`config.mk`:
```
export PLATFORM = sky130hd
export DESIGN_NAME = pps_loop_ctrl
export DESIGN_NICKNAME = d
export VERILOG_FILES = /design/src/include/pps_pkg.sv /design/src/pps_loop_ctrl.sv /design/src/pps_avg_filter.sv /design/src/pps_div8k.sv
export SDC_FILE = /design/constraint.sdc
export NUM_CORES = 1
export LEC_CHECK = 0
export ABC_AREA = 1
export BUFFER_PORTS_ARGS = -buffer_cell sky130_fd_sc_hd__buf_4
export CORE_MARGIN = 4
export CORE_UTILIZATION = 30
export DETAILED_ROUTE_END_ITERATION = 8
export HOLD_SLACK_MARGIN = 0.15
export PLACE_DENSITY = 0.6
export SYNTH_ARGS = -nofsm -noshare
export SYNTH_HDL_FRONTEND = slang
export SYNTH_SLANG_ARGS = --single-unit
```
`constraint.sdc`:
```
create_clock -name sys_clk -period 3.25 [get_ports sys_clk]
set_clock_uncertainty 0.2 [all_clocks]
set_input_delay 0.1625 -clock sys_clk [delete_from_list [all_inputs] [get_ports sys_clk]]
set_output_delay 0.1625 -clock sys_clk [all_outputs]
set_load 0.005 [all_outputs]
```
`src/include/pps_pkg.sv`:
```
// Package with register map, field positions, reset values and encodings for the loop path block.
package pps_pkg;
   localparam logic [7:0] ADDR_IN_CFG_FIRST   = 8'h22;
   localparam logic [7:0] ADDR_IN_CFG_LAST    = 8'h28;
   localparam logic [7:0] ADDR_PORT1_SEL      = 8'h61;
   localparam logic [7:0] ADDR_PORT2_SEL      = 8'h62;
   localparam logic [7:0] ADDR_SEC_FREQ       = 8'h64;
   localparam logic [7:0] ADDR_MUX_SEL        = 8'h65;
   localparam logic [7:0] ADDR_LOCK_BW        = 8'h67;
   localparam logic [7:0] ADDR_ACQ_BW         = 8'h69;
   localparam logic [7:0] ADDR_PD_BAL_FIRST   = 8'h6A;
   localparam logic [7:0] ADDR_PD_BAL_LAST    = 8'h6D;
   localparam logic [7:0] ADDR_DAMPING        = 8'h6B;
   localparam logic [7:0] ADDR_LOSS_CFG       = 8'h73;
   localparam logic [7:0] ADDR_WIDE_CFG       = 8'h74;
   localparam logic [7:0] ADDR_STATUS         = 8'h7E;
   localparam int         BIT_DIV8K           = 6;
   localparam int         BIT_MUX2_LOWRATE    = 6;
   localparam int         BIT_WIDE_EN         = 6;
   localparam int         BIT_WIDE_USE        = 5;
   localparam int         BIT_COARSE_LOSS_EN  = 7;
   localparam int         BIT_FINE_LOSS_EN    = 7;
   localparam int         BIT_LIMIT_LOSS_EN   = 6;
   localparam int         BIT_IDLE_LOSS_EN    = 5;
   localparam logic [7:0] RST_MUX_SEL         = 8'h00;
   localparam logic [7:0] RST_SEC_FREQ        = 8'h00;
   localparam logic [7:0] RST_LOCK_BW         = 8'h02;
   localparam logic [7:0] RST_ACQ_BW          = 8'h02;
   localparam logic [7:0] RST_DAMPING         = 8'h03;
   localparam logic [7:0] RST_LOSS_CFG        = 8'hE0;
   localparam logic [7:0] RST_WIDE_CFG        = 8'h00;
   localparam logic [7:0] RST_PD_BAL          = 8'h80;
   localparam logic [7:0] RST_PORT_SEL        = 8'h00;
   localparam logic [7:0] RST_IN_CFG          = 8'h00;
   localparam logic [1:0] BW_18HZ             = 2'h0;
   localparam logic [1:0] BW_35HZ             = 2'h1;
   localparam logic [1:0] BW_70HZ             = 2'h2;
   localparam int         SYS_CLK_HZ          = 100000000;
   localparam int         AVG_FILTER_HZ       = 100;
   localparam int         AVG_SHIFT           = 17;
   localparam int         DIV8K_COUNT         = 12500;
   // Damping factor in tenths, so 12 means 1.2.
   typedef logic [7:0] pps_damp_t;
   localparam pps_damp_t  DAMP_1P2            = 8'h0C;
   localparam pps_damp_t  DAMP_2P5            = 8'h19;
   localparam pps_damp_t  DAMP_5              = 8'h32;
   localparam pps_damp_t  DAMP_10             = 8'h64;
   localparam pps_damp_t  DAMP_20             = 8'hC8;
   typedef enum logic [2:0] {
      PPS_SRC_PRIMARY_ANALOG_FB,
      PPS_SRC_PRIMARY_DIGITAL_FB,
      PPS_SRC_12E1,
      PPS_SRC_16E1,
      PPS_SRC_24DS1,
      PPS_SRC_16DS1,
      PPS_SRC_SECONDARY,
      PPS_SRC_NONE
   } pps_src_e;
   typedef enum logic {
      PPS_CAPTURE_FULL,
      PPS_CAPTURE_NEAREST
   } pps_capture_e;
endpackage

```
`src/pps_loop_ctrl.sv`:
```
// Loop path selection, bandwidth, damping and phase detector control.
//
// Behaviour
// - Second multiplier input bit low: feed from secondary loop at selected frequency.
// - Second multiplier input bit high: low-rate synthesizer, rate from two-bit code.
// - First multiplier codes 000/001: primary loop 77.76 MHz, analog or digital feedback.
// - First multiplier codes 010-101: low-rate synthesizer 12E1, 16E1, 24DS1, 16DS1.
// - First multiplier can never take the secondary loop output.
// - After reset the primary loop uses analog feedback.
// - Port ratio selects; first multiplier /1,/2 differential only, /48 single-ended only.
// - Comparator error is averaged by a 100 Hz low-pass before the loop filter.
// - Acquisition bandwidth selectable 18, 35 or 70 Hz, 70 Hz at reset.
// - Locked bandwidth selectable 18, 35 or 70 Hz.
// - Damping codes map to 1.2, 2.5, 5, 10, 20 per bandwidth table.
// - Default damping yields about 0.1 dB gain peak.
// - References above 77.76 MHz are halved before comparison when divide-to-8k is off.
// - Divide-to-8k bit in per-input config divides reference to 8 kHz.
// - Full-cycle capture until lock; nearest-edge after lock when wide detector off.
// - Wide detector enable bit and four-bit range from 0 to 8191 UI.
// - Wide-use bit feeds multi-cycle phase when the wide detector is enabled; else detector error passes unclamped.
// - Four separately enabled phase loss sources.
// - Lock state picks capture mode and acquisition or locked bandwidth.
// - Detector balance registers 6A, 6C, 6D are plain settings with working defaults; 6B holds the damping code.
`timescale 1ns/1ps
`default_nettype none
module pps_loop_ctrl #(
   parameter int ERR_W = 16,
   parameter int DIV_W = 16
) (
   // Clock and reset.
   input  wire logic             sys_clk,
   input  wire logic             reset_n,
   // Register port.
   input  wire logic [7:0]       reg_addr,
   input  wire logic [7:0]       reg_wdata,
   input  wire logic             reg_wr,
   input  wire logic             reg_rd,
   output logic      [7:0]       reg_rdata,
   // Reference and detector inputs from the loop datapath.
   input  wire logic [2:0]       active_input,
   input  wire logic             ref_edge,
   input  wire logic             ref_is_155m,
   input  wire logic [DIV_W-1:0] ref_div_ratio,
   input  wire logic             err_valid,
   input  wire logic [ERR_W-1:0] pfd_error,
   input  wire logic [ERR_W-1:0] wide_phase,
   input  wire logic             fine_loss,
   input  wire logic             coarse_slip,
   input  wire logic             at_freq_limit,
   input  wire logic             input_idle,
   // Loop configuration outputs.
   output pps_pkg::pps_src_e     mux1_src,
   output pps_pkg::pps_src_e     mux2_src,
   output logic [2:0]            sec_freq_code,
   output logic                  digital_feedback,
   output logic [3:0]            port1_ratio,
   output logic [3:0]            port2_ratio,
   output logic [1:0]            active_bw,
   output pps_pkg::pps_damp_t    damping,
   output pps_pkg::pps_capture_e capture_mode,
   output logic                  ref_compare_edge,
   output logic [ERR_W-1:0]      loop_error,
   output logic [12:0]           wide_range_ui,
   output logic                  phase_lost
);
   logic [7:0] mux_sel;
   logic [7:0] sec_freq;
   logic [7:0] lock_bw;
   logic [7:0] acq_bw;
   logic [7:0] pd_bal [4];
   logic [7:0] loss_cfg;
   logic [7:0] wide_cfg;
   logic [7:0] port_sel [2];
   logic [7:0] in_cfg [7];
   logic       lost_q;
   logic       half_toggle;
   logic       div8k_edge;
   logic       div8k_on;
   logic [ERR_W-1:0] avg_err;
   logic [ERR_W-1:0] sel_err;
   logic [2:0]       in_idx;

   function automatic pps_pkg::pps_src_e rate_src(input logic [1:0] code);
      case (code)
         2'h0:    rate_src = pps_pkg::PPS_SRC_12E1;
         2'h1:    rate_src = pps_pkg::PPS_SRC_16E1;
         2'h2:    rate_src = pps_pkg::PPS_SRC_24DS1;
         default: rate_src = pps_pkg::PPS_SRC_16DS1;
      endcase
   endfunction

   function automatic logic [1:0] bw_code(input logic [7:0] r);
      bw_code = (r[1:0] > pps_pkg::BW_70HZ) ? pps_pkg::BW_70HZ : r[1:0];
   endfunction

   function automatic logic in_range(input logic [7:0] a, input logic [7:0] lo,
                                     input logic [7:0] hi);
      in_range = (a >= lo) && (a <= hi);
   endfunction

   // Register writes.
   always_ff @(posedge sys_clk) begin
      if (!reset_n) begin
         mux_sel  <= pps_pkg::RST_MUX_SEL;
         sec_freq <= pps_pkg::RST_SEC_FREQ;
         lock_bw  <= pps_pkg::RST_LOCK_BW;
         acq_bw   <= pps_pkg::RST_ACQ_BW;
         loss_cfg <= pps_pkg::RST_LOSS_CFG;
         wide_cfg <= pps_pkg::RST_WIDE_CFG;
      end else if (reg_wr) begin
         case (reg_addr)
            pps_pkg::ADDR_MUX_SEL:  mux_sel  <= reg_wdata;
            pps_pkg::ADDR_SEC_FREQ: sec_freq <= reg_wdata;
            pps_pkg::ADDR_LOCK_BW:  lock_bw  <= reg_wdata;
            pps_pkg::ADDR_ACQ_BW:   acq_bw   <= reg_wdata;
            pps_pkg::ADDR_LOSS_CFG: loss_cfg <= reg_wdata;
            pps_pkg::ADDR_WIDE_CFG: wide_cfg <= reg_wdata;
            default: ;
         endcase
      end
   end

   genvar gi;
   generate
      for (gi = 0; gi < 4; gi++) begin : g_bal
         always_ff @(posedge sys_clk) begin
            if (!reset_n) begin
               pd_bal[gi] <= (gi == 1) ? pps_pkg::RST_DAMPING : pps_pkg::RST_PD_BAL;
            end else if (reg_wr && reg_addr == pps_pkg::ADDR_PD_BAL_FIRST + 8'(gi)) begin
               pd_bal[gi] <= reg_wdata;
            end
         end
      end
      for (gi = 0; gi < 2; gi++) begin : g_port
         always_ff @(posedge sys_clk) begin
            if (!reset_n) begin
               port_sel[gi] <= pps_pkg::RST_PORT_SEL;
            end else if (reg_wr && reg_addr == pps_pkg::ADDR_PORT1_SEL + 8'(gi)) begin
               port_sel[gi] <= reg_wdata;
            end
         end
      end
      for (gi = 0; gi < 7; gi++) begin : g_in
         always_ff @(posedge sys_clk) begin
            if (!reset_n) begin
               in_cfg[gi] <= pps_pkg::RST_IN_CFG;
            end else if (reg_wr && reg_addr == pps_pkg::ADDR_IN_CFG_FIRST + 8'(gi)) begin
               in_cfg[gi] <= reg_wdata;
            end
         end
      end
   endgenerate

   // Register reads, data one cycle after the strobe; unmapped reads return zero.
   always_ff @(posedge sys_clk) begin
      if (!reset_n) begin
         reg_rdata <= 8'h00;
      end else if (reg_rd) begin
         if (in_range(reg_addr, pps_pkg::ADDR_IN_CFG_FIRST, pps_pkg::ADDR_IN_CFG_LAST)) begin
            reg_rdata <= in_cfg[3'(reg_addr - pps_pkg::ADDR_IN_CFG_FIRST)];
         end else if (in_range(reg_addr, pps_pkg::ADDR_PD_BAL_FIRST,
                               pps_pkg::ADDR_PD_BAL_LAST)) begin
            reg_rdata <= pd_bal[2'(reg_addr - pps_pkg::ADDR_PD_BAL_FIRST)];
         end else begin
            case (reg_addr)
               pps_pkg::ADDR_PORT1_SEL: reg_rdata <= port_sel[0];
               pps_pkg::ADDR_PORT2_SEL: reg_rdata <= port_sel[1];
               pps_pkg::ADDR_MUX_SEL:   reg_rdata <= mux_sel;
               pps_pkg::ADDR_SEC_FREQ:  reg_rdata <= sec_freq;
               pps_pkg::ADDR_LOCK_BW:   reg_rdata <= lock_bw;
               pps_pkg::ADDR_ACQ_BW:    reg_rdata <= acq_bw;
               pps_pkg::ADDR_LOSS_CFG:  reg_rdata <= loss_cfg;
               pps_pkg::ADDR_WIDE_CFG:  reg_rdata <= wide_cfg;
               pps_pkg::ADDR_STATUS:    reg_rdata <= {5'h00, capture_mode == pps_pkg::PPS_CAPTURE_NEAREST,
                                                      active_bw};
               default:                 reg_rdata <= 8'h00;
            endcase
         end
      end else begin
         reg_rdata <= 8'h00;
      end
   end

   // Multiplexer decode. Codes 110 and 111 leave the first multiplier unfed; the
   // secondary loop is never offered to it.
   always_comb begin
      case (mux_sel[2:0])
         3'h0:    mux1_src = pps_pkg::PPS_SRC_PRIMARY_ANALOG_FB;
         3'h1:    mux1_src = pps_pkg::PPS_SRC_PRIMARY_DIGITAL_FB;
         3'h2:    mux1_src = rate_src(2'h0);
         3'h3:    mux1_src = rate_src(2'h1);
         3'h4:    mux1_src = rate_src(2'h2);
         3'h5:    mux1_src = rate_src(2'h3);
         default: mux1_src = pps_pkg::PPS_SRC_NONE;
      endcase
      if (mux_sel[pps_pkg::BIT_MUX2_LOWRATE]) begin
         mux2_src = rate_src(mux_sel[5:4]);
      end else begin
         mux2_src = pps_pkg::PPS_SRC_SECONDARY;
      end
   end

   assign sec_freq_code    = sec_freq[2:0];
   assign digital_feedback = (mux_sel[2:0] == 3'h1);

   // Port ratio codes: 0=/1 1=/2 2=/4 3=/6 4=/8 5=/12 6=/16 7=/48 of the first
   // multiplier; codes 8 and up belong to the second multiplier. Barred codes fall to /4.
   always_comb begin
      port1_ratio = port_sel[0][3:0];
      port2_ratio = port_sel[1][3:0];
      if (port1_ratio == 4'h7) begin
         port1_ratio = 4'h2;
      end
      if (port2_ratio == 4'h0 || port2_ratio == 4'h1) begin
         port2_ratio = 4'h2;
      end
   end

   // Lock state and bandwidth selection.
   always_ff @(posedge sys_clk) begin
      if (!reset_n) begin
         lost_q <= 1'b1;
      end else begin
         lost_q <= phase_lost;
      end
   end

   assign phase_lost = (loss_cfg[pps_pkg::BIT_FINE_LOSS_EN] && fine_loss)
                     || (wide_cfg[pps_pkg::BIT_COARSE_LOSS_EN] && coarse_slip)
                     || (loss_cfg[pps_pkg::BIT_LIMIT_LOSS_EN] && at_freq_limit)
                     || (loss_cfg[pps_pkg::BIT_IDLE_LOSS_EN] && input_idle);

   assign active_bw = lost_q ? bw_code(acq_bw) : bw_code(lock_bw);

   always_comb begin
      if (!lost_q && !wide_cfg[pps_pkg::BIT_WIDE_EN]) begin
         capture_mode = pps_pkg::PPS_CAPTURE_NEAREST;
      end else begin
         capture_mode = pps_pkg::PPS_CAPTURE_FULL;
      end
   end

   // Damping table indexed by bandwidth and code.
   always_comb begin
      case (pd_bal[1][2:0])
         3'h1:    damping = pps_pkg::DAMP_1P2;
         3'h2:    damping = pps_pkg::DAMP_2P5;
         3'h4:    damping = (active_bw == pps_pkg::BW_18HZ) ? pps_pkg::DAMP_5
                                                             : pps_pkg::DAMP_10;
         3'h5:    damping = (active_bw == pps_pkg::BW_18HZ) ? pps_pkg::DAMP_5 :
                            (active_bw == pps_pkg::BW_35HZ) ? pps_pkg::DAMP_10
                                                             : pps_pkg::DAMP_20;
         default: damping = pps_pkg::DAMP_5;
      endcase
   end

   // Reference conditioning: divide to 8 kHz when enabled, else halve a 155.52 MHz reference.
   assign in_idx   = (active_input > 3'h6) ? 3'h6 : active_input;
   assign div8k_on = in_cfg[in_idx][pps_pkg::BIT_DIV8K];

   always_ff @(posedge sys_clk) begin
      if (!reset_n) begin
         half_toggle <= 1'b0;
      end else if (ref_edge) begin
         half_toggle <= ~half_toggle;
      end
   end

   pps_div8k #(
      .CW (DIV_W)
   ) u_div8k (
      .sys_clk  (sys_clk),
      .reset_n  (reset_n),
      .enable   (div8k_on),
      .edge_in  (ref_edge),
      .ratio    (ref_div_ratio),
      .edge_out (div8k_edge)
   );

   always_ff @(posedge sys_clk) begin
      if (!reset_n) begin
         ref_compare_edge <= 1'b0;
      end else if (div8k_on) begin
         ref_compare_edge <= div8k_edge;
      end else begin
         ref_compare_edge <= ref_edge && (!ref_is_155m || half_toggle);
      end
   end

   // Error selection: wide phase when enabled and used, else pfd_error passed unclamped.
   always_comb begin
      sel_err = pfd_error;
      if (wide_cfg[pps_pkg::BIT_WIDE_EN] && wide_cfg[pps_pkg::BIT_WIDE_USE]) begin
         sel_err = wide_phase;
      end
   end

   pps_avg_filter #(
      .WIDTH (ERR_W),
      .SHIFT (pps_pkg::AVG_SHIFT)
   ) u_avg (
      .sys_clk      (sys_clk),
      .reset_n      (reset_n),
      .sample_valid (err_valid),
      .sample       (sel_err),
      .average      (avg_err)
   );

   assign loop_error    = avg_err;
   assign wide_range_ui = 13'((14'h0001 << wide_cfg[3:0]) - 14'h0001);
endmodule
`default_nettype wire

```
`src/pps_avg_filter.sv`:
```
// First-order averaging low-pass filter for the comparator phase error.
`timescale 1ns/1ps
`default_nettype none
module pps_avg_filter #(
   parameter int WIDTH = 16,
   parameter int SHIFT = 19
) (
   // Clock and reset.
   input  wire logic             sys_clk,
   input  wire logic             reset_n,
   // Sample stream.
   input  wire logic             sample_valid,
   input  wire logic [WIDTH-1:0] sample,
   output logic      [WIDTH-1:0] average
);
   logic signed [WIDTH+SHIFT-1:0] acc;
   logic signed [WIDTH+SHIFT-1:0] next_acc;

   // Leaky integrator: acc += sample - acc/2^SHIFT, corner near 100 Hz at 100 MHz.
   always_comb begin
      next_acc = acc + (WIDTH+SHIFT)'(signed'(sample)) - (acc >>> SHIFT);
   end

   always_ff @(posedge sys_clk) begin
      if (!reset_n) begin
         acc <= '0;
      end else if (sample_valid) begin
         acc <= next_acc;
      end
   end

   always_ff @(posedge sys_clk) begin
      if (!reset_n) begin
         average <= '0;
      end else begin
         average <= acc[WIDTH+SHIFT-1:SHIFT];
      end
   end
endmodule
`default_nettype wire

```
`src/pps_div8k.sv`:
```
// Divider that reduces an input reference event stream to an 8 kHz event.
`timescale 1ns/1ps
`default_nettype none
module pps_div8k #(
   parameter int CW = 16
) (
   // Clock and reset.
   input  wire logic          sys_clk,
   input  wire logic          reset_n,
   // Control and edges.
   input  wire logic          enable,
   input  wire logic          edge_in,
   input  wire logic [CW-1:0] ratio,
   output logic               edge_out
);
   logic [CW-1:0] count;

   always_ff @(posedge sys_clk) begin
      if (!reset_n || !enable) begin
         count    <= '0;
         edge_out <= 1'b0;
      end else begin
         edge_out <= 1'b0;
         if (edge_in) begin
            if (count >= ratio - CW'(1)) begin
               count    <= '0;
               edge_out <= 1'b1;
            end else begin
               count <= count + CW'(1);
            end
         end
      end
   end
endmodule
`default_nettype wire

```
==> summary.md, run 1 <==
| Metric | Value |
|---|---|
| Status | complete, no violations |
| Cell area after synthesis | 14130 um2 |
| TritonCTS clock tree | done |
| Yosys warnings | 0 |
| Fraction of the cycle the final worst path needs | 96.68% |
| Tot Pwr | 15.44 mW |
| Largest family of logic cells by synthesized area | simple AND/OR/NAND/NOR gates |
| HPWL after DPL | 31.79 mm |
| Fin nets | 2277 |
| Post-synthesis simple-gate area fraction | 26.64% |
| Number of vias per cell | 4.740 |
| Peak VDD IR | 0.5230 mV |
| Reg2reg path depth | 19 |
| Power Dens Cells | 860.2 nW/um2 |
| Initial detailed-routing violation count | 1009 |
| Final Setup Violations | 0 |
| Final-report hold violation count | 0 |
| Wl on met1 | 18.74 mm |
| Gr usage total | 16.40% |
| Critical Path Start Type | flop |
| Fill cells | 4760 |
| Xor/xnor share of the synthesized area | 2.604% |
| DRT Wirelength | 43.34 mm |
| FF-to-FF Start | wide_cfg[6]$_SDFFE_PN0P_ |
| FF-to-FF End | u_avg.acc[22]$_SDFFE_PN0P_ |
| Area of the multi-input gates | 7547 um2 |
| Die area | 50620 um2 |
| Chip height | 225.0 um |
| CORE AREA | 46560 um2 |
| DR WL met3 | 2.355 mm |
| Storage cell area | 5628 um2 |
| Final worst path period need | 3142 ps |
| Num CTS Buffers | 27 |
| Syn-to-layout area delta | 27.03% |
| Syn avg cell area | 7.506 um2 |
| Root Driver | clkbuf_16 |
| Gr ovfl total | 0 |
| Slew HR | 39.52% |
| Global placement routability congestion | 0.9860 |
| Netlist cell types | 54 |
| Top layer in use | met4 |
| FF+latch count, synth | 229 |
| Drt wl/cell | 15.82 um |
| RSZ-0062 raised after global routing | true |
| F_max | 318.3 MHz |
| Worst slew pin tran | 905.8 ps |
| Ys async rst share | 0% |
| Worst Hold End | ref_compare_edge$_SDFF_PN0_ |
| Routed wl met2 | 21.06 mm |
| Reg clk slew, reported paths | 60 ps |
| Syn Inst Count | 1882 |
| Setup crit end kind | flop |
| Flop2flop setup slack | 110 ps |
| First-pass GRT wire length | 67.20 mm |
| Initial antenna violation count | 0 |
| Commonest non-fill, non-tap cell in the layout | nand2_1 |
| P_leak | 8.389 nW |
| Hold path depth | 4 |
| TritonRoute pass-1 iters | 6 |
| Ys flop type | dfxtp_1 |
| Vias | 12980 |
| Port bufs | 145 |
| H-tree depth | 1 |
| Post-synth EDFFs | 104 |
| Largest net degree at the start of global routing | 49 |
| Max Cap Violations | 0 |
| Most frequent cells in the layout | 431 x nand2_1, 272 x inv_1, 268 x nor2_1 |
| Num rows | 79 |
| Later-pin clock latency in the skew report | 560 ps |
| Post-synthesis adder-cell area fraction | 9.407% |
| HP Class | in -> reg |
| Die W | 225.0 um |
| Vias in the first global route | 12580 |
| Initial Util | 30.34% |
| Critical Path AT | 3420 ps |
| Synth Net Count | 2047 |
| Deepest clock path buffer count | 3 |
| Clock Sinks | 229 |
| Ant. Diodes | 0 |
| Hold Crit Start | active_input[1] |
| Max Transition Viols Final | 0 |
| Worst Path Class, Setup | reg -> reg |
| Post-route DRC | 0 |
| Multiplexer share of the synthesized area | 1.426% |
| Worst-path fanout max | 6 |
| Required @ worst endpoint | 3520 ps |
| Final Core Density | 38.54% |
| Seq/Total Area, Yosys | 39.82% |
| I/O pin total | 146 |
| Synth Area in Compound Gates | 10.36% |
| ANT nets after route | 0 |
| Fraction of final layout cells with drive strength greater than 1 | 18.11% |
-- Yosys cell counts (7+ instances only) --
library cell    n  area share, %
nand3_1        93            3.3
a22oi_1        20            1.1
o22ai_1         8           0.35
xor2_1         34            2.1
edfxtp_1      104             22
a21oi_1        98            3.5
or2_2           8           0.35
nand4_1        12           0.53
nor3_1         11           0.39
nor2_1        273            7.3
dfxtp_1       125             18
inv_1         273            7.3
clkbuf_1       36           0.96
o211ai_1       13           0.69
buf_2          10           0.35
clkinv_1        8           0.21
fa_1           32            4.5
o21ai_0        93            3.3
ha_1           55            4.9
mux2_2         17            1.4
a21o_1          7           0.37
nand2_1       460             12
inv_2          12           0.32
xnor2_1         8           0.50
-- what timing repair did --
action / 4_1_cts / 5_1_grt
setup endpoints to repair: 18 / 29
cloned: 0 / 1
hold endpoints to repair: 180 / 0
hold buffers: 43 / 0
pin swaps: 5 / 19
resized for setup: 15 / 77
setup buffers: 2 / 12
-- registers in the layout, summed over array words and instances (netlist names) --
register          flops
u_avg.average        16
u_avg.acc            33
sec_freq              8
lost_q                1
pd_bal               32
u_div8k.count        16
port_sel             16
wide_cfg              8
in_cfg               56
loss_cfg              8
reg_rdata             8
ref_compare_edge      1
half_toggle           1
lock_bw               8
u_div8k.edge_out      1
mux_sel               8
acq_bw                8
-- cell type report --
| class | count | area share, % |
|---|---|---|
| Clock inverter | 12 | 0.5020 |
| Inverter | 293 | 6.129 |
| Timing Repair Buffer | 258 | 11.69 |
| Tap cell | 607 | 4.232 |
| Multi-Input combinational cell | 1303 | 42.06 |
| Clock buffer | 37 | 4.030 |
| Sequential cell | 229 | 31.36 |
-- worst max path at each step --
stage | startpoint | to | slack, ps | cells past startpoint
after CTS | wide_cfg[6]$_SDFFE_PN0P_ | u_avg.acc[21]$_SDFFE_PN0P_ | 1 | 18
final | wide_cfg[6]$_SDFFE_PN0P_ | u_avg.acc[22]$_SDFFE_PN0P_ | 110 | 19
after global placement | wide_cfg[6]$_SDFFE_PN0P_ | u_avg.acc[28]$_SDFFE_PN0P_ | -120 | 15
after detailed placement | wide_cfg[6]$_SDFFE_PN0P_ | u_avg.acc[20]$_SDFFE_PN0P_ | -160 | 16
after global routing | wide_cfg[6]$_SDFFE_PN0P_ | u_avg.acc[22]$_SDFFE_PN0P_ | -60 | 19
after floorplan | wide_cfg[6]$_SDFFE_PN0P_ | u_avg.acc[28]$_SDFFE_PN0P_ | 30 | 14
-- metrics by stage --
step                      TNS (ps)  setup WS, ps  instances  hold WS, ps  area [um2]
final                            0         107.9       2739        123.6       17940
after global routing        -147.4        -57.15       2739        176.7       17940
after CTS                        0        0.9543       2727        155.4       17510
after detailed placement     -1078        -158.7       2633        238.2       16150
after global placement      -575.6        -117.6       2633        233.0       16150
after floorplan                  0         32.04       1882        88.92       14130
-- metal layers --
metal	vias up	GRT usage, %
met5	-	0
met1	6044	21.71
met2	407	28.44
met4	0	4.348
met3	68	2.032
li1	6465	-
-- cells by family (layout without fill, tap and decap cells) --
family | Yosys count | after routing
AO/OA/AOI/OAI | 259 | 259
multiplexers | 18 | 19
flip-flops | 229 | 229
adder cells (fa/ha/maj) | 87 | 87
AND/OR/NAND/NOR | 896 | 896
buffers and inverters | 351 | 600
XOR/XNOR | 42 | 42
-- report_power, final --
group	switching [mW]	total (mW)	internal [mW]
Sequential	0.225	3.53	3.30
Combinational	5.22	9.05	3.82
Clock	1.23	2.86	1.63
-- worst max-delay path: stages (launching register included) --
cell,delay [ps]
dfxtp_2,330
nand2_2,70
buf_6,140
buf_4,130
mux2_4,300
fa_2,450
fa_2,420
nand3_2,100
nand3_4,80
buf_4,150
nand2_1,70
nand2_2,60
nand2_2,80
nand2_4,80
nand2_2,90
nand2_1,60
nand2_1,50
nand3_1,60
nand2_1,80
inv_1,30
No activity file was read; power rests on OpenSTA's default activity.
==> inputs of run 2 (changes only) <==
--- a/config.mk
+++ b/config.mk
@@ -7,11 +7,13 @@
 export LEC_CHECK = 0
 export ABC_AREA = 1
 export BUFFER_PORTS_ARGS = -buffer_cell sky130_fd_sc_hd__buf_4
+export CELL_PAD_IN_SITES_DETAIL_PLACEMENT = 1
+export CELL_PAD_IN_SITES_GLOBAL_PLACEMENT = 2
 export CORE_MARGIN = 4
 export CORE_UTILIZATION = 30
 export DETAILED_ROUTE_END_ITERATION = 8
 export HOLD_SLACK_MARGIN = 0.15
-export PLACE_DENSITY = 0.6
+export PLACE_DENSITY = 0.86
 export SYNTH_ARGS = -nofsm -noshare
 export SYNTH_HDL_FRONTEND = slang
 export SYNTH_SLANG_ARGS = --single-unit
==> run 2 against run 1 <==
  * Via count up 1.8%
  * Clock power up 13%
  * Routed wire length up 13%
  * Maximum frequency down 0.22%
  * Critical path depth down 3
  * Final area up 0.82%
  * Global-route usage up 2.3 points
  * Clock-buffer cell count down 3
  * Largest cell class unchanged
  * Largest power group unchanged
==> summary.md, run 2 (same netlist as run 1, synthesis figures left out) <==
| Metric | Value |
|---|---|
| Status | complete, no violations (unchanged) |
| Crit-path max cell delay | 490 ps (was 450 ps) |
| Critical Path AT | 3430 ps (was 3420 ps) |
| Drt wl/cell | 17.89 um (was 15.82 um) |
| Buffers & Inverters on Critical Path | 2 (was 4) |
| Sequential power share | 22.1% (was 22.9%) |
| P_leak | 8.414 nW (was 8.389 nW) |
| Internal power | 8.948 mW (was 8.754 mW) |
| Number of vias per cell | 4.814 (was 4.740) |
| RSZ-0062 raised after global routing | true (unchanged) |
| Worst-path fanout max | 6 (unchanged) |
| Sw Share | 44.24% (was 43.29%) |
| Final-report hold violation count | 0 (unchanged) |
| Tot Pwr | 16.05 mW (was 15.44 mW) |
| Cell mode on critical path | nand2_1 |
| Slew HR | 46.82% (was 39.52%) |
| Min Hold Slack | 192.4 ps (was 123.6 ps) |
| Clock Sinks | 229 (unchanged) |
| I/O pin total | 146 (unchanged) |
| Gr ovfl total | 0 (unchanged) |
| Setup crit end kind | flop (unchanged) |
| Fin nets | 2281 (was 2277) |
| Deepest clock path buffer count | 3 (unchanged) |
| Sw power | 7.100 mW (was 6.683 mW) |
| HP Class | in -> reg (unchanged) |
| TritonCTS clock tree | done (unchanged) |
| Worst Path Class, Setup | reg -> reg (unchanged) |
| Fraction of the cycle the final worst path needs | 96.90% (was 96.68%) |
| Critical Path Start Type | flop (unchanged) |
| Max FFs per register | 56 (unchanged) |
| HPWL after DPL | 36.39 mm (was 31.79 mm) |
| Later-pin clock latency in the skew report | 580 ps (was 560 ps) |
| Global placement routability congestion | 0.8996 (was 0.9860) |
| Commonest non-fill, non-tap cell in the layout | nand2_1 (unchanged) |
| DRT Wirelength | 49.12 mm (was 43.34 mm) |
| Worst slew pin tran | 792.8 ps (was 905.8 ps) |
| Fill cells | 5649 (was 4760) |
| Final Setup Violations | 0 (unchanged) |
| CP top delay family | simple AND/OR/NAND/NOR gates (unchanged) |
| Clk network pwr share | 20.1% (was 18.5%) |
| Required @ worst endpoint | 3530 ps (was 3520 ps) |
| ANT nets after route | 0 (unchanged) |
| Syn-to-layout area delta | 28.07% (was 27.03%) |
| Logic gate share of total power | 57.8% (was 58.6%) |
| Largest net degree at the start of global routing | 40 (was 49) |
| H-tree depth | 1 (unchanged) |
| Biggest regs | in_cfg x56, u_avg.acc x33, pd_bal x32 (unchanged) |
| Root Driver | clkbuf_16 (unchanged) |
| Post-route DRC | 0 (unchanged) |
| Crit-path cells | nand2_4, buf_4, mux2_2, fa_1, ha_4, nand3_1, nand3_4, nand2_1, nand2_1, nand2_1, nand2_2, nand2_1, nand3_1, nand3_2, nand2_1, inv_1 (was nand2_2, buf_6, buf_4, mux2_4, fa_2, fa_2, nand3_2, nand3_4, buf_4, nand2_1, nand2_2, nand2_2, nand2_4, nand2_2, nand2_1, nand2_1, nand3_1, nand2_1, inv_1) |
| CORE AREA | 46560 um2 (unchanged) |
| Max Transition Viols Final | 0 (unchanged) |
| PnR worst setup slack | 100.9 ps (was 107.9 ps) |
| Power Dens Cells | 887.0 nW/um2 (was 860.2 nW/um2) |
| Port bufs | 145 (unchanged) |
| Peak VDD IR | 0.5784 mV (was 0.5230 mV) |
| Reg clk slew, reported paths | 60 ps (about the same) |
| Highest-delay cell along the critical path | fa_1 (was fa_2) |
| Max Cap Violations | 0 (unchanged) |
| Most frequent cells in the layout | 436 x nand2_1, 273 x inv_1, 259 x nor2_1 (was 431 x nand2_1, 272 x inv_1, 268 x nor2_1) |
| Num CTS Buffers | 29 (was 27) |
| Fraction of final layout cells with drive strength greater than 1 | 18.75% (was 18.11%) |
| Chip height | 225.0 um (unchanged) |
| TritonRoute pass-1 iters | 4 (was 6) |
| Initial Util | 30.34% (unchanged) |
| First-pass GRT wire length | 75.58 mm (was 67.20 mm) |
| Num rows | 79 (unchanged) |
| Vias | 13220 (was 12980) |
| F_max | 317.5 MHz (was 318.3 MHz) |
| Initial detailed-routing violation count | 703 (was 1009) |
| Gr usage total | 18.71% (was 16.40%) |
| Largest Register | in_cfg (unchanged) |
| Initial antenna violation count | 0 (unchanged) |
| Vias in the first global route | 13760 (was 12580) |
| Die area | 50620 um2 (unchanged) |
| Die W | 225.0 um (unchanged) |
| Ant. Diodes | 0 (unchanged) |
| Final worst path period need | 3149 ps (was 3142 ps) |
| Pre-CTS setup slack | -141.3 ps (was -158.7 ps) |
| Flop2flop setup slack | 100 ps (was 110 ps) |
-- run 2: changes by cell type in the layout (fill, tap and decap cells not counted), moves of 6 or more --
cell | before | now
dlygate4sd3_1 | 41 | 53
nor2_2 | 6 | 16
nor2_1 | 268 | 259
buf_4 | 210 | 203
ha_1 | 41 | 35
mux2_4 | 7 | 1
-- run 2: power by group through the flow --
stage,Sequential [mW],Clock [mW],Combinational (mW)
after global placement,3.61,0,7.87
after floorplan,3.53,0,5.06
after CTS,3.55,3.32,8.30
after detailed placement,3.61,0,8.09
after global routing,3.59,3.43,10.4
final,3.55,3.22,9.28
-- run 2: timing repair --
item | in CTS | in global routing
endpoints found under the hold margin | 210 | 0
endpoints found under the setup margin | 18 | 28
buffers inserted | 0 | 2
hold buffers | 53 | 0
pin swaps | 0 | 7
gates resized for setup | 11 | 79
-- run 2: cell type report --
type | count | area, um2 | area share (%)
inverter | 293 | 1100 | 6.079
clock inverter | 20 | 186.4 | 1.031
timing repair buffer | 261 | 2141 | 11.83
sequential | 229 | 5628 | 31.11
clock buffer | 34 | 754.5 | 4.170
tap | 607 | 759.5 | 4.198
multi-input combinational | 1302 | 7522 | 41.58
-- run 2: worst paths after layout --
path / startpoint / end / cells past startpoint
worst max register to register: wide_cfg[5]$_SDFFE_PN0P_ / u_avg.acc[21]$_SDFFE_PN0P_ / 16
worst min-delay path: pfd_error[1] / u_avg.acc[1]$_SDFFE_PN0P_ / 6
worst min register to register: u_avg.acc[20]$_SDFFE_PN0P_ / u_avg.average[3]$_SDFF_PN0_ / 2
worst max-delay path: wide_cfg[5]$_SDFFE_PN0P_ / u_avg.acc[21]$_SDFFE_PN0P_ / 16
-- run 2: worst reg2reg max path, stage by stage, from the launching register on --
cell and delay, ps:
dfxtp_2 340, nand2_4 110, buf_4 170, mux2_2 360, fa_1 490, ha_4 310, nand3_1 130, nand3_4 130
nand2_1 70, nand2_1 120, nand2_1 100, nand2_2 120, nand2_1 90, nand3_1 90, nand3_2 120, nand2_1 100
inv_1 40
-- run 2: through the flow --
step / setup TNS, ps / util [%] / instances / cell area, um2
4_1_cts: 0 / 38.02 / 2744 / 17700
5_1_grt: -215.9 / 38.86 / 2746 / 18090
6_report: 0 / 38.86 / 2746 / 18090
3_3_place_gp: -170.1 / 34.78 / 2637 / 16190
2_1_floorplan: 0 / - / 1882 / 14130
3_5_place_dp: -879.5 / 34.78 / 2637 / 16190
-- run 2: routing by layer --
metal  vias up  share of wire [%]  global-route usage [%]
li1       6462                  -                       -
met1      6440                 44                   23.97
met2       230                 49                   32.79
met3        87                3.3                   2.566
met4         0                3.2                   5.771
met5         -                  0                       0
==> inputs of run 3 (changes only) <==
--- a/config.mk
+++ b/config.mk
@@ -13,7 +13,8 @@
 export CORE_UTILIZATION = 30
 export DETAILED_ROUTE_END_ITERATION = 8
 export HOLD_SLACK_MARGIN = 0.15
-export PLACE_DENSITY = 0.86
+export PLACE_DENSITY = 0.87
 export SYNTH_ARGS = -nofsm -noshare
 export SYNTH_HDL_FRONTEND = slang
+export SYNTH_HIERARCHICAL = 1
 export SYNTH_SLANG_ARGS = --single-unit
==> run 3 against run 2 <==
  * Global-route usage fell by 0.51 points
  * Core utilization decreased by 0.13 points
  * Sequential cell count did not move
  * Critical path type unchanged
==> summary.md, run 3 <==
| Metric | Value |
|---|---|
| Status | complete, no violations (unchanged) |
| H-tree depth | 1 (unchanged) |
| Post-synth top area cell | edfxtp_1 (unchanged) |
| Synth Net Count | 2237 (was 2047) |
| Syn-to-layout area delta | 27.21% (was 28.07%) |
| Hold Crit Start | active_input[1] (was pfd_error[1]) |
| Global placement routability congestion | 0.8644 (was 0.8996) |
| Min Hold Slack | 231.6 ps (was 192.4 ps) |
| Synth Area in Compound Gates | 8.922% (was 10.36%) |
| Multiplexer share of the synthesized area | 1.271% (was 1.426%) |
| Initial detailed-routing violation count | 675 (was 703) |
| Critical Path Start Type | flop (unchanged) |
| Num CTS Buffers | 29 (unchanged) |
| First-pass GRT wire length | 78.78 mm (was 75.58 mm) |
| Sw power | 7.536 mW (was 7.100 mW) |
| Syn Inst Count | 2072 (was 1882) |
| Vias in the first global route | 14710 (was 13760) |
| Biggest regs | in_cfg x56, u_avg/acc x33, pd_bal x32 (was in_cfg x56, u_avg.acc x33, pd_bal x32) |
| RSZ-0062 raised after global routing | true (unchanged) |
| Flop2flop setup slack | 60 ps (was 100 ps) |
| Worst slew pin tran | 1104 ps (was 792.8 ps) |
| Clock Sinks | 229 (unchanged) |
| Slew HR | 25.63% (was 46.82%) |
| Setup crit end kind | flop (unchanged) |
| I/O pin total | 146 (unchanged) |
| Required @ worst endpoint | 3500 ps (was 3530 ps) |
| Largest Register | in_cfg (unchanged) |
| ANT nets after route | 0 (unchanged) |
| Xor/xnor share of the synthesized area | 2.224% (was 2.604%) |
| Synth top area cells | edfxtp_1 21%, dfxtp_1 17%, nand2_1 13%, inv_1 9.8%, nor2_1 6.0% (was edfxtp_1 22%, dfxtp_1 18%, nand2_1 12%, inv_1 7.3%, nor2_1 7.3%) |
| Cell area after synthesis | 14960 um2 (was 14130 um2) |
| Post-synthesis simple-gate area fraction | 28.60% (was 26.64%) |
| Post-synth top area share | 20.87% (was 22.11%) |
| Number of vias per cell | 4.711 (was 4.814) |
| Ant. Diodes | 0 (unchanged) |
| Max Cap Violations | 0 (unchanged) |
| Initial antenna violation count | 0 (unchanged) |
| Worst-path fanout max | 8 (was 6) |
| Synth cell count leaders | 503 x nand2_1, 389 x inv_1, 240 x nor2_1, 125 x dfxtp_1, 122 x nand3_1 (was 460 x nand2_1, 273 x inv_1, 273 x nor2_1, 125 x dfxtp_1, 104 x edfxtp_1) |
| Logic gate share of total power | 59.0% (was 57.8%) |
| CORE AREA | 49150 um2 (was 46560 um2) |
| Initial Util | 30.44% (was 30.34%) |
| Later-pin clock latency in the skew report | 560 ps (was 580 ps) |
| Pre-CTS setup slack | -143.2 ps (was -141.3 ps) |
| Clk network pwr share | 19.9% (was 20.1%) |
| Largest net degree at the start of global routing | 57 (was 40) |
| Chip height | 231.3 um (was 225.0 um) |
| Vias | 13990 (was 13220) |
| Gr ovfl total | 0 (unchanged) |
| Crit-path max cell delay | 530 ps (was 490 ps) |
| Largest family of logic cells by synthesized area | simple AND/OR/NAND/NOR gates (unchanged) |
| Fin nets | 2448 (was 2281) |
| Die area | 53510 um2 (was 50620 um2) |
| Fraction of the cycle the final worst path needs | 98.23% (was 96.90%) |
| Deepest clock path buffer count | 3 (unchanged) |
| FF-to-FF Start | wide_cfg[5]$_SDFFE_PN0P_ (unchanged) |
| Most frequent cells in the layout | 468 x nand2_1, 380 x inv_1, 223 x nor2_1 (was 436 x nand2_1, 273 x inv_1, 259 x nor2_1) |
| Reg clk slew, reported paths | 60 ps (about the same) |
| Root Driver | clkbuf_16 (unchanged) |
| Critical Path AT | 3440 ps (was 3430 ps) |
| Worst Path Class, Setup | reg -> reg (unchanged) |
| Ys async rst share | 0% (unchanged) |
| HPWL after DPL | 37.61 mm (was 36.39 mm) |
| Post-synth EDFFs | 104 (unchanged) |
| Gr usage total | 18.20% (was 18.71%) |
| Port bufs | 145 (unchanged) |
| Final-report hold violation count | 0 (unchanged) |
| Crit-path cells | nand2_4, buf_12, mux2_2, inv_1, fa_1, inv_1, ha_2, nand2_2, nor2_2, nand2_1, nand3_2, nand2_1, nand2_2, nand2_2, nand3_1, nand3_2, nand2_1, inv_1 (was nand2_4, buf_4, mux2_2, fa_1, ha_4, nand3_1, nand3_4, nand2_1, nand2_1, nand2_1, nand2_2, nand2_1, nand3_1, nand3_2, nand2_1, inv_1) |
| Internal power | 9.041 mW (was 8.948 mW) |
| Yosys warnings | 6 (was 0) |
| FF+latch count, synth | 229 (unchanged) |
| Final Setup Violations | 0 (unchanged) |
| HP Class | in -> reg (unchanged) |
| Post-route DRC | 0 (unchanged) |
| Syn avg cell area | 7.222 um2 (was 7.506 um2) |
| P_leak | 9.035 nW (was 8.414 nW) |
| PnR worst setup slack | 57.65 ps (was 100.9 ps) |
| Sequential power share | 21.1% (was 22.1%) |
| Power Dens Cells | 870.9 nW/um2 (was 887.0 nW/um2) |
| Drt wl/cell | 17.04 um (was 17.89 um) |
| Max FFs per register | 56 (unchanged) |
| Top-count cell post-synth | nand2_1 (unchanged) |
| TritonRoute pass-1 iters | 5 (was 4) |
| Sw Share | 45.46% (was 44.24%) |
| Reg2reg path depth | 18 (was 16) |
| Ys flop type | dfxtp_1 (unchanged) |
| DRT Wirelength | 50.58 mm (was 49.12 mm) |
| Post-synthesis adder-cell area fraction | 8.880% (was 9.407%) |
| Worst Hold End | u_div8k/edge_out$_SDFF_PP0_ (was u_avg.acc[1]$_SDFFE_PN0P_) |
| Max Transition Viols Final | 0 (unchanged) |
| Final worst path period need | 3192 ps (was 3149 ps) |
| TritonCTS clock tree | done (unchanged) |
| Commonest non-fill, non-tap cell in the layout | nand2_1 (unchanged) |
| Die W | 231.3 um (was 225.0 um) |
| F_max | 313.2 MHz (was 317.5 MHz) |
| Highest-delay cell along the critical path | fa_1 (unchanged) |
| Fraction of final layout cells with drive strength greater than 1 | 20.22% (was 18.75%) |
| Peak VDD IR | 0.5222 mV (was 0.5784 mV) |
| Hold path depth | 7 (was 6) |
| Seq/Total Area, Yosys | 37.60% (was 39.82%) |
| Num rows | 81 (was 79) |
| Netlist cell types | 52 (was 54) |
| FF-to-FF End | u_avg/acc[21]$_SDFFE_PN0P_ (was u_avg.acc[21]$_SDFFE_PN0P_) |
==> run 3: metrics by stage <==
step / util (%) / area, um2 / total power, mW / cells / setup TNS, ps
5_1_grt: 38.72 / 19030 / 18.08 / 2969 / -1214
2_1_floorplan: - / 14970 / 8.917 / 2072 / 0
3_5_place_dp: 34.31 / 16860 / 11.52 / 2856 / -617.4
4_1_cts: 37.43 / 18400 / 15.21 / 2957 / 0
6_report: 38.72 / 19030 / 16.58 / 2969 / 0
3_3_place_gp: 34.31 / 16860 / 11.32 / 2856 / -171.4
==> run 3: area by class of cell <==
cell class / instances / area [um2]
Sequential cell: 229 / 5628
Fill cell: 6060 / 30120
Clock inverter: 13 / 146.4
Clock buffer: 40 / 822.0
Multi-Input combinational cell: 1376 / 8084
Inverter: 403 / 1516
Timing Repair Buffer: 244 / 2007
Tap cell: 664 / 830.8
==> run 3: layer usage <==
metal | routed length, um | up-vias | GRT usage, %
met4 | 1285 | 0 | 5.074
met2 | 25340 | 231 | 32.64
met1 | 22040 | 6800 | 23.09
li1 | - | 6884 | -
met5 | 0 | - | 0
met3 | 1920 | 73 | 2.126
==> run 3: worst max-delay path by stage <==
stage                                  start  slack, ps                         end
finish              wide_cfg[5]$_SDFFE_PN0P_         60  u_avg/acc[21]$_SDFFE_PN0P_
global route        wide_cfg[5]$_SDFFE_PN0P_       -170  u_avg/acc[21]$_SDFFE_PN0P_
CTS                 wide_cfg[6]$_SDFFE_PN0P_        0.7  u_avg/acc[14]$_SDFFE_PN0P_
detailed placement  wide_cfg[6]$_SDFFE_PN0P_       -140  u_avg/acc[17]$_SDFFE_PN0P_
global placement    wide_cfg[6]$_SDFFE_PN0P_       -110  u_avg/acc[17]$_SDFFE_PN0P_
floorplan           wide_cfg[6]$_SDFFE_PN0P_         20  u_avg/acc[16]$_SDFFE_PN0P_
==> run 3: cells by family after synthesis <==
group | Yosys count
simple gates | 981
buf+inv | 467
compound gates | 253
flops | 229
fa+ha+maj | 87
xor+xnor | 38
mux | 17
==> run 3: critical path: cells and delay by family (launching register included) <==
| kind | cells | cell delay [ps] |
|---|---|---|
| AND/OR/NAND/NOR | 11 | 1120 |
| adder cells (fa/ha/maj) | 2 | 890 |
| flip-flops | 1 | 350 |
| buffers and inverters | 4 | 310 |
| multiplexers | 1 | 220 |
==> run 3: timing repair <==
action,in CTS,in global routing
buffers inserted,0,11
endpoints found under the setup margin,15,30
gates cloned,0,1
pin swaps,0,13
hold buffers,48,0
resized for setup,21,123
hold endpoints to repair,180,0
==> run 3: power by group through the flow <==
stage | Sequential [mW] | Clock (mW) | Combinational, mW
6_report | 3.50 | 3.30 | 9.78
5_1_grt | 3.53 | 3.53 | 11.0
4_1_cts | 3.51 | 3.40 | 8.30
3_5_place_dp | 3.57 | 0 | 7.96
3_3_place_gp | 3.56 | 0 | 7.76
2_1_floorplan | 3.50 | 0 | 5.41
